File: src/vector_placement_pkg.sv
/*
  Shared constants and carrier types for the interrupt vector placement
  block: control register layout, reset values, unlock window length and
  the address arithmetic constants of the vector table.
  Assumes a word-addressed program flash of at most 16K words.
*/
package vector_placement_pkg;

	// Control register layout
	localparam int          CTRL_W            = 8;
	localparam int          CTRL_UNLOCK_BIT   = 0;
	localparam int          CTRL_SELECT_BIT   = 1;
	localparam logic [7:0]  CTRL_RESET_VALUE  = 8'h00;

	// Unlock window length, in system clock cycles
	localparam int          UNLOCK_CYCLES     = 4;
	localparam int          UNLOCK_CNT_W      = 3;
	localparam logic [2:0]  UNLOCK_LOAD       = 3'(UNLOCK_CYCLES);
	localparam logic [2:0]  UNLOCK_ONE        = 3'h1;

	// Program memory word addressing
	localparam int          ADDR_W            = 14;
	localparam logic [13:0] FLASH_START       = 14'h0000;
	localparam logic [13:0] BOOT_START_4K     = 14'h3800;
	localparam logic [13:0] VECTOR_STRIDE     = 14'h0002;

	// Vector numbering: 1 is reset, 2 is the first external interrupt
	localparam int          VEC_NUM_W         = 5;
	localparam logic [4:0]  VEC_RESET_NUM     = 5'h01;
	localparam logic [4:0]  VEC_LAST_NUM      = 5'h15;

	// Fuse and lock levels: zero means programmed
	localparam logic        FUSE_PROGRAMMED   = 1'b0;
	localparam int          BOOT_SIZE_W       = 2;

	// Static configuration from fuses and lock bits
	typedef struct packed {
		logic                    boot_reset_fuse;
		logic [BOOT_SIZE_W-1:0]  boot_size_fuses;
		logic                    app_side_boot_lock;
		logic                    boot_side_boot_lock;
	} fuse_cfg_s;

	localparam int          FUSE_CFG_W        = $bits(fuse_cfg_s);
	localparam logic [4:0]  FUSE_CFG_RESET    = 5'h1F;

	// CPU write strobe with its data
	typedef struct packed {
		logic               wr;
		logic [CTRL_W-1:0]  data;
	} ctrl_write_s;

endpackage

File: src/interrupt_vector_placement.sv
/*
  Interrupt vector placement controller: control register with a timed
  unlock guarding the vector-select bit, automatic interrupt blocking,
  boot lock blocking, and the reset and vector address generation.
  Assumes the CPU core on the same clock writes the register through a
  strobe, marks retired instructions with a pulse and reports whether it
  executes from the boot section. Fuses and lock bits arrive as levels.
  // Overview of operation
  // - With vector select clear the table starts at the beginning of flash.
  // - With vector select set the table moves to the boot section start chosen by the boot size fuses.
  // - Software sets the change unlock first and vector select only changes while it is active.
  // - Hardware drops the unlock four cycles after it was set, or at the select write.
  // - Interrupts stay blocked from the unlock until the instruction after the select write retires.
  // - Without a select write interrupts are blocked for four cycles and then released.
  // - The blocking never touches the global interrupt enable flag of the core.
  // - Vectors in boot with the application side lock set block interrupts while running application code.
  // - Vectors in application with the boot side lock set block interrupts while running boot code.
  // - With a 4K boot section and moved vectors the first external vector is at 3802 up to 3828.
  // - With the boot reset fuse set and a 4K boot section reset starts at 3800 and vectors stay at 002.
  // - Moved vector addresses are the normal table address plus the boot section start.
  // - Boot reset fuse one resets to zero, zero resets to the boot reset address.
*/
`timescale 1ns/100ps

module interrupt_vector_placement
	import vector_placement_pkg::*;
#(
	parameter logic [13:0] BOOT_START_SZ0 = BOOT_START_4K,  // Boot start, size fuses 00
	parameter logic [13:0] BOOT_START_SZ1 = BOOT_START_4K,  // Boot start, size fuses 01
	parameter logic [13:0] BOOT_START_SZ2 = BOOT_START_4K,  // Boot start, size fuses 10
	parameter logic [13:0] BOOT_START_SZ3 = BOOT_START_4K   // Boot start, size fuses 11
) (
	input  wire logic                 i_mclk,          // System clock, 250 MHz
	input  wire logic                 i_reset,         // Synchronous reset, high
	input  wire ctrl_write_s          i_ctrl_write,    // Control register write strobe and data
	input  wire logic                 i_instr_done,    // Pulse: an instruction retired
	input  wire logic                 i_exec_in_boot,  // Level: executing from boot section
	input  wire fuse_cfg_s            i_fuses,         // Fuse and lock levels, asynchronous
	input  wire logic [VEC_NUM_W-1:0] i_vector_num,    // Vector number to look up
	output logic      [CTRL_W-1:0]    o_ctrl_rdata,    // Control register read value
	output logic                      o_irq_block,     // High while interrupts are held off
	output logic      [ADDR_W-1:0]    o_vector_addr,   // Word address of the looked-up vector
	output logic      [ADDR_W-1:0]    o_reset_addr     // Word address execution starts at
);

	fuse_cfg_s                fuse_sync;
	logic                     select_ff;
	logic                     nxt_select;
	logic                     unlock_ff;
	logic                     nxt_unlock;
	logic [UNLOCK_CNT_W-1:0]  unlock_cnt_ff;
	logic [UNLOCK_CNT_W-1:0]  nxt_unlock_cnt;
	logic                     hold_ff;
	logic                     nxt_hold;
	logic                     unlock_write;
	logic                     select_write;
	logic                     lock_block;
	logic                     block_any;
	logic [ADDR_W-1:0]        boot_start;
	logic [ADDR_W-1:0]        table_base;
	logic [ADDR_W-1:0]        vector_offset;
	logic [ADDR_W-1:0]        nxt_vector_addr;
	logic [ADDR_W-1:0]        nxt_reset_addr;

	// Fuses come from outside the clock domain
	level_sync #(
		.WIDTH     (FUSE_CFG_W),
		.RESET_VAL (32'(FUSE_CFG_RESET))
	) u_fuse_sync (
		.i_mclk  (i_mclk),
		.i_reset (i_reset),
		.i_async (i_fuses),
		.o_sync  (fuse_sync)
	);

	// Decode the two kinds of register write
	always_comb
	begin
		unlock_write = i_ctrl_write.wr && i_ctrl_write.data[CTRL_UNLOCK_BIT];
		select_write = i_ctrl_write.wr && !i_ctrl_write.data[CTRL_UNLOCK_BIT] && unlock_ff;
	end

	// Vector select only moves inside the unlock window
	always_comb
	begin
		nxt_select = select_ff;
		if (select_write)
		begin
			nxt_select = i_ctrl_write.data[CTRL_SELECT_BIT];
		end
	end

	always_ff @(posedge i_mclk)
	begin
		if (i_reset)
		begin
			select_ff <= CTRL_RESET_VALUE[CTRL_SELECT_BIT];
		end
		else
		begin
			select_ff <= nxt_select;
		end
	end

	// Unlock window: a fresh unlock re-arms the full four cycles
	always_comb
	begin
		nxt_unlock     = unlock_ff;
		nxt_unlock_cnt = unlock_cnt_ff;
		if (unlock_write)
		begin
			nxt_unlock     = 1'b1;
			nxt_unlock_cnt = UNLOCK_LOAD;
		end
		else if (select_write)
		begin
			nxt_unlock     = 1'b0;
			nxt_unlock_cnt = '0;
		end
		else if (unlock_ff)
		begin
			nxt_unlock_cnt = unlock_cnt_ff - UNLOCK_ONE;
			if (unlock_cnt_ff == UNLOCK_ONE)
			begin
				nxt_unlock = 1'b0;
			end
		end
	end

	always_ff @(posedge i_mclk)
	begin
		if (i_reset)
		begin
			unlock_ff     <= CTRL_RESET_VALUE[CTRL_UNLOCK_BIT];
			unlock_cnt_ff <= '0;
		end
		else
		begin
			unlock_ff     <= nxt_unlock;
			unlock_cnt_ff <= nxt_unlock_cnt;
		end
	end

	// Hold after a select write until the next instruction retires
	always_comb
	begin
		nxt_hold = hold_ff;
		if (select_write)
		begin
			nxt_hold = 1'b1;
		end
		else if (hold_ff && i_instr_done)
		begin
			nxt_hold = 1'b0;
		end
	end

	always_ff @(posedge i_mclk)
	begin
		if (i_reset)
		begin
			hold_ff <= 1'b0;
		end
		else
		begin
			hold_ff <= nxt_hold;
		end
	end

	// Lock bits forbid vectors living in the other section
	always_comb
	begin
		lock_block = 1'b0;
		if (select_ff && fuse_sync.app_side_boot_lock == FUSE_PROGRAMMED && !i_exec_in_boot)
		begin
			lock_block = 1'b1;
		end
		if (!select_ff && fuse_sync.boot_side_boot_lock == FUSE_PROGRAMMED && i_exec_in_boot)
		begin
			lock_block = 1'b1;
		end
	end

	// Every reason to hold interrupts off, gathered in one place
	always_comb
	begin
		block_any = 1'b0;
		if (nxt_unlock)
		begin
			block_any = 1'b1;
		end
		if (nxt_hold || lock_block)
		begin
			block_any = 1'b1;
		end
	end

	// A separate gate, so the core's global enable flag is never written
	always_ff @(posedge i_mclk)
	begin
		if (i_reset)
		begin
			o_irq_block <= 1'b0;
		end
		else
		begin
			o_irq_block <= block_any;
		end
	end

	// Boot section start from the size fuses
	always_comb
	begin
		case (fuse_sync.boot_size_fuses)
			2'h0:    boot_start = BOOT_START_SZ0;
			2'h1:    boot_start = BOOT_START_SZ1;
			2'h2:    boot_start = BOOT_START_SZ2;
			2'h3:    boot_start = BOOT_START_SZ3;
			default: boot_start = BOOT_START_SZ0;
		endcase
	end

	// Table base follows the select bit
	always_comb
	begin
		if (select_ff)
		begin
			table_base = boot_start;
		end
		else
		begin
			table_base = FLASH_START;
		end
	end

	// Normal table offset is two words per vector after reset
	always_comb
	begin
		vector_offset = ADDR_W'(i_vector_num - VEC_RESET_NUM) * VECTOR_STRIDE;
	end

	// Reset address from the boot reset fuse
	always_comb
	begin
		if (fuse_sync.boot_reset_fuse == FUSE_PROGRAMMED)
		begin
			nxt_reset_addr = boot_start;
		end
		else
		begin
			nxt_reset_addr = FLASH_START;
		end
	end

	// Reset entry reports the reset address; out of range numbers clamp to the last entry
	always_comb
	begin
		if (i_vector_num == VEC_RESET_NUM)
		begin
			nxt_vector_addr = nxt_reset_addr;
		end
		else if (i_vector_num > VEC_LAST_NUM || i_vector_num == '0)
		begin
			nxt_vector_addr = table_base + ADDR_W'(VEC_LAST_NUM - VEC_RESET_NUM) * VECTOR_STRIDE;
		end
		else
		begin
			nxt_vector_addr = table_base + vector_offset;
		end
	end

	// Address outputs registered, one cycle behind the lookup
	always_ff @(posedge i_mclk)
	begin
		if (i_reset)
		begin
			o_vector_addr <= FLASH_START;
			o_reset_addr  <= FLASH_START;
		end
		else
		begin
			o_vector_addr <= nxt_vector_addr;
			o_reset_addr  <= nxt_reset_addr;
		end
	end

	// Read value: unused bits held at zero
	always_ff @(posedge i_mclk)
	begin
		if (i_reset)
		begin
			o_ctrl_rdata <= CTRL_RESET_VALUE;
		end
		else
		begin
			o_ctrl_rdata                  <= '0;
			o_ctrl_rdata[CTRL_SELECT_BIT] <= nxt_select;
			o_ctrl_rdata[CTRL_UNLOCK_BIT] <= nxt_unlock;
		end
	end

endmodule

File: src/level_sync.sv
/*
  Two flip-flop synchroniser for a bundle of quasi-static levels.
  Assumes the bits change rarely enough that skew between bits of the
  bundle does not matter to the reader.
*/
`timescale 1ns/100ps

module level_sync #(
	parameter int          WIDTH     = 1,
	parameter logic [31:0] RESET_VAL = 32'h00000000
) (
	input  wire logic             i_mclk,   // System clock
	input  wire logic             i_reset,  // Synchronous reset, high
	input  wire logic [WIDTH-1:0] i_async,  // Levels from outside
	output logic      [WIDTH-1:0] o_sync    // Synchronised levels
);

	logic [WIDTH-1:0] meta_ff;

	// First stage feeds only the second stage
	always_ff @(posedge i_mclk)
	begin
		if (i_reset)
		begin
			meta_ff <= RESET_VAL[WIDTH-1:0];
			o_sync  <= RESET_VAL[WIDTH-1:0];
		end
		else
		begin
			meta_ff <= i_async;
			o_sync  <= meta_ff;
		end
	end

endmodule

File: config.mk
export PLATFORM = sky130hd
export DESIGN_NAME = interrupt_vector_placement
export DESIGN_NICKNAME = d
export VERILOG_FILES = /design/src/vector_placement_pkg.sv /design/src/interrupt_vector_placement.sv /design/src/level_sync.sv
export SDC_FILE = /design/constraint.sdc
export NUM_CORES = 1
export LEC_CHECK = 0
export BUFFER_PORTS_ARGS = -buffer_cell sky130_fd_sc_hd__buf_2
export CAP_MARGIN = 5
export CORE_MARGIN = 2
export CORE_UTILIZATION = 36
export CTS_CLUSTER_SIZE = 8
export DETAILED_ROUTE_END_ITERATION = 6
export PLACE_DENSITY_LB_ADDON = 0.15
export SYNTH_ARGS = -nofsm -noshare
export SYNTH_HDL_FRONTEND = slang
export SYNTH_SLANG_ARGS = --single-unit
File: constraint.sdc
create_clock -name i_mclk -period 3.2 [get_ports i_mclk]
set_input_delay 0.32 -clock i_mclk [delete_from_list [all_inputs] [get_ports i_mclk]]
set_output_delay 0.32 -clock i_mclk [all_outputs]
set_load 0.02 [all_outputs]
# Word level (Yosys, flattened, before mapping)
# Index checks and enable logic that the tools add are counted.
dict set report classes {
  n_addsub 4
  order_cmp 1
  n_eq_ne 5
  mux 19
  bitwise 2
  n_reduce_logical 18
}
# op n
set ops {}
lappend ops {{two-way mux 14 bit} 5}
lappend ops {{adder 14 bit} 1}
lappend ops {{adder 14 x 6 -> 14 bit (second input constant)} 1}
lappend ops {{two-way mux 1 bit} 11}
lappend ops {{two-way mux 3 bit} 3}
lappend ops {{logical AND 1 bit} 8}
lappend ops {{subtractor 5 x 1 -> 6 bit (second input constant)} 1}
lappend ops {{equality test 5 x 1 -> 1 bit (second input constant)} 1}
lappend ops {{> comparator 5 bit (second input constant)} 1}
lappend ops {{zero test 5 bit} 1}
lappend ops {{equality test 2 bit (second input constant)} 2}
lappend ops {{OR reduction 4 bit} 1}
lappend ops {{equality test 3 x 1 -> 1 bit (second input constant)} 1}
lappend ops {{zero test 1 bit} 3}
lappend ops {{nonzero test 3 bit} 1}
lappend ops {{OR reduction 3 bit} 1}
lappend ops {{subtractor 3 x 1 -> 3 bit (second input constant)} 1}
lappend ops {{equality test 2 x 1 -> 1 bit (second input constant)} 1}
lappend ops {{zero test 2 bit} 1}
lappend ops {{logical OR 1 bit} 2}
lappend ops {{inverter 1 bit} 2}
dict set report totals {
  reg_bits 53
  output_inout_bits 37
}

# Logic depth before layout (Yosys ltp)
dict set report logic_depth {
  word_depth 7
  depth_mapped 6
}

# By module
# Synthesis repeated with hierarchy kept, for this count alone.
dict set report unflattened {
  hier_cells 131
  area_unflattened_um2 1186.1
}
# mod instances cells_per_inst area_each_um2 seq_area_each_um2
set by_module_without_submodules {}
lappend by_module_without_submodules {interrupt_vector_placement 1 111 923.4 320.3}
lappend by_module_without_submodules {level_sync 1 20 262.8 200.2}

# Least setup slack after synthesis
# OpenSTA, ideal clock, no wires.
dict set report synth_path {
  path_kind {input-to-reg}
  from {input port i_vector_num[1]}
  to {register o_vector_addr[11]}
  arrival_time_ns 1.477
  required_ns 3.078
  setup_slack_ns 1.601
  cell_stages 5
  path_buffers 0
  cell_sequence {inv_1 ha_1 o311a_1 or2_1 a311o_1}
}
dict set report synth_between {
  elab_chain_len 4
}
# item line_no
set synth_lines {}
lappend synth_lines {{start, declared} interrupt_vector_placement.sv:39} ;# input wire logic [VEC_NUM_W-1:0] i_vector_num,
lappend synth_lines {{subtractor 5 x 1 -> 6 bit (tied with other cells)} interrupt_vector_placement.sv:239} ;# vector_offset = ADDR_W'(i_vector_num - VEC_RESET_NUM) * VECTOR_STRIDE;
lappend synth_lines {{adder 14 bit / logical OR 1 bit (equally long branches)} {interrupt_vector_placement.sv:268, interrupt_vector_placement.sv:262}}
lappend synth_lines {{two-way mux 14 bit} interrupt_vector_placement.sv:262} ;# else if (i_vector_num > VEC_LAST_NUM || i_vector_num == '0)
lappend synth_lines {{two-way mux 14 bit (*)} interrupt_vector_placement.sv:258} ;# if (i_vector_num == VEC_RESET_NUM)
lappend synth_lines {{end signal, assigned} interrupt_vector_placement.sv:282} ;# o_vector_addr <= nxt_vector_addr;
lappend synth_lines {{end, declared} interrupt_vector_placement.sv:42} ;# output logic [ADDR_W-1:0] o_vector_addr,
# Every way passes the cells marked *; elsewhere a longest branch is shown, timed or not.
# A chain may end at the register's enable or synchronous reset.

# Worst setup path in the final report
dict set report layout_path {
  from {input port i_vector_num[1]}
  to {register o_vector_addr[12]}
}
# The elaborated chain is that of the path after synthesis.

==> metrics.txt <==
# resized after CTS=0; worst min path class=in -> reg; worst-path fanout max=3; most frequent cells in the layout=buf_2 (33), dfxtp_1 (22), conb_1 (18); Critical Path Start Type=input pin; outcome=complete, but fails checks; Die ar.=3470 sq um; Die W=58.9 um; maximum vdd drop=0.165 mV; global-route wire length before repair=2570 um; launch point of the worst reg-to-reg path=unlock_cnt_ff[0]$_SDFFE_PP0P_; DR vias/cell=4.35; Post-synth EDFFs=0; period utilisation layout=46.6%; Via Count=778; commonest non-fill, non-tap cell in the layout=buf_2; GP Congestion=0.799; mapped cell area=1090 sq um; #FFs+latches synth=22; fmax=670 MHz; vias in the first global route=637; Final min period=1490 ps; sum of negative setup slack=0 ps; max cap viols=0; R2R cell count=5; syn_area_per_cell=8.83 sq um; Pre-Repair DR Iteration Count=6; final setup margin=1710 ps; Post-DP HPWL=1290 um; layout cell share with drive strength beyond 1=29.1%; WL/cell=9.07 um; Switching Share=27.4%; postcts setup bufs=0; Row Count=19; final hold vios=0; Main synth FF type=dfxtp_1; internal power=0.357 mW; Slew Limit Fails=0; initial antenna violation count=0; R2R Setup Slk=1910 ps; antenna-violating nets left=0; Antenna Cells=0; register area share after synthesis=40.6%; Synth Warn #=0; Vert. Die Dim=58.9 um; Area Growth Syn to Fin=7.72%; P_leak=0.601 nW; CTS tree=built; failing checks=design-rule violations; CTS Hold Bufs=0; core area=2810 sq um; Switching Power=0.135 mW; GR Overflow Total=0; H-tree depth=1; Clock power frac=23.9%; NumNets Final=179; TritonCTS Buffers=3; end of the worst register-to-register path=o_irq_block$_SDFF_PP0_; DR DRC count=6; Placed Cells=176; CP Class=in -> reg; skew final=0.786 ps; Setup violations, final=0; worst hold stages=2; Clock Root Buffer=clkbuf_4; Clk pin slew, worst setup/hold paths=110 ps; largest net degree at the start of global routing=16; Ports=60; worst-skew pair later-pin latency=290 ps; CTS sink cnt=22; Synth cell types=30; Syn Inst Count=123; fin util=41.7%; ys async rst share=0%; WHS Endpoint=u_fuse_sync.meta_ff[4]$_SDFF_PP1_; critical path arrival=1680 ps; power per cell area=421 nW/um^2; Hold WS=202 ps; Flop pwr share=59.2%; hold_sp=i_fuses[4]; GRT Util Overall=9.79%; Clock Path Buffers=2; CP required=3390 ps; crit path capture type=register; combinational share of power=16.9%; Total Routed Length=1620 um; Port Buffers=33; RSZ-0062 raised after global routing=no; Initial Util=38.7%; post-route insts no fill=179; Iter 0 DRT Violations=17; worst slack at placement=1390 ps
[sequential cells by signal (all words and copies together) (netlist names)]
signal               count
select_ff                1
u_fuse_sync.o_sync       3
unlock_cnt_ff            3
o_vector_addr            8
o_ctrl_rdata             1
o_reset_addr             1
hold_ff                  1
o_irq_block              1
u_fuse_sync.meta_ff      3
[how the worst max path moves through the flow]
stage | from | end | slack (ps) | cells after the start
final | i_vector_num[1] | o_vector_addr[12]$_SDFF_PP0_ | 1710 | 6
after global routing | i_vector_num[1] | o_vector_addr[12]$_SDFF_PP0_ | 1670 | 6
after CTS | i_vector_num[1] | o_vector_addr[12]$_SDFF_PP0_ | 1720 | 6
after detailed placement | i_vector_num[1] | o_vector_addr[12]$_SDFF_PP0_ | 1390 | 6
after global placement | i_vector_num[1] | o_vector_addr[12]$_SDFF_PP0_ | 1400 | 6
after floorplan | i_vector_num[1] | o_vector_addr[11]$_SDFF_PP0_ | 1600 | 5
[area by class of cell]
type / count / area, sq um
Fill cell: 275 / 1640
Multi-Input combinational cell: 81 / 469
Sequential cell: 22 / 440
Timing Repair Buffer: 33 / 165
Tap cell: 31 / 38.8
Inverter: 9 / 33.8
Clock buffer: 3 / 22.5
[Yosys cell counts (all sizes together), types with 2 or more instances]
cell type,instances,area (sq um)
a21oi,7,35.0
a311o,2,20.0
a31oi,2,12.5
buf,27,203
dfxtp,22,440
ha,6,75.1
inv,9,33.8
nand2,5,18.8
nand2b,2,12.5
nand3b,2,15.0
nor2,13,48.8
o21ai,4,20.0
or2,7,43.8
[power groups by stage]
stage	registers [mW]	logic, mW	clock network, mW
CTS	0.291	0.0835	0.129
global route	0.293	0.0928	0.140
global placement	0.297	0.0831	0
detailed placement	0.297	0.0833	0
floorplan	0.305	0.0695	0
finish	0.291	0.0834	0.118
[routing by layer]
layer	up-vias	part of all wire [%]	track usage, %
li1	411	-	-
met1	329	47	11.9
met2	36	43	15.9
met3	2	8.9	2.64
met4	0	0.80	4.87
met5	-	0	0
[worst max-delay path, cell delays in order]
cell	delay (ps)
buf_2	100
inv_1	70
ha_1	210
o311a_1	360
or2_1	270
a311o_1	360
[stage by stage]
stage               total power [mW]  instance area, sq um
finish                         0.492                  1170
global route                   0.525                  1170
CTS                            0.504                  1170
detailed placement             0.381                  1150
global placement               0.380                  1150
floorplan                      0.374                  1150
[cells by family after synthesis]
family | Yosys count | synth area share (%)
DFF | 22 | 40.6
muxes | 1 | 0.922
xor gates and xnor gates | 1 | 0.807
AOI/OAI and AO/OA | 21 | 12.6
other | 1 | 0.345
and+or+nand+nor | 34 | 15.8
adders and majority gates | 6 | 6.91
buffers and inverters | 37 | 22.1
Note: power is estimated with default switching activity, not from simulation.
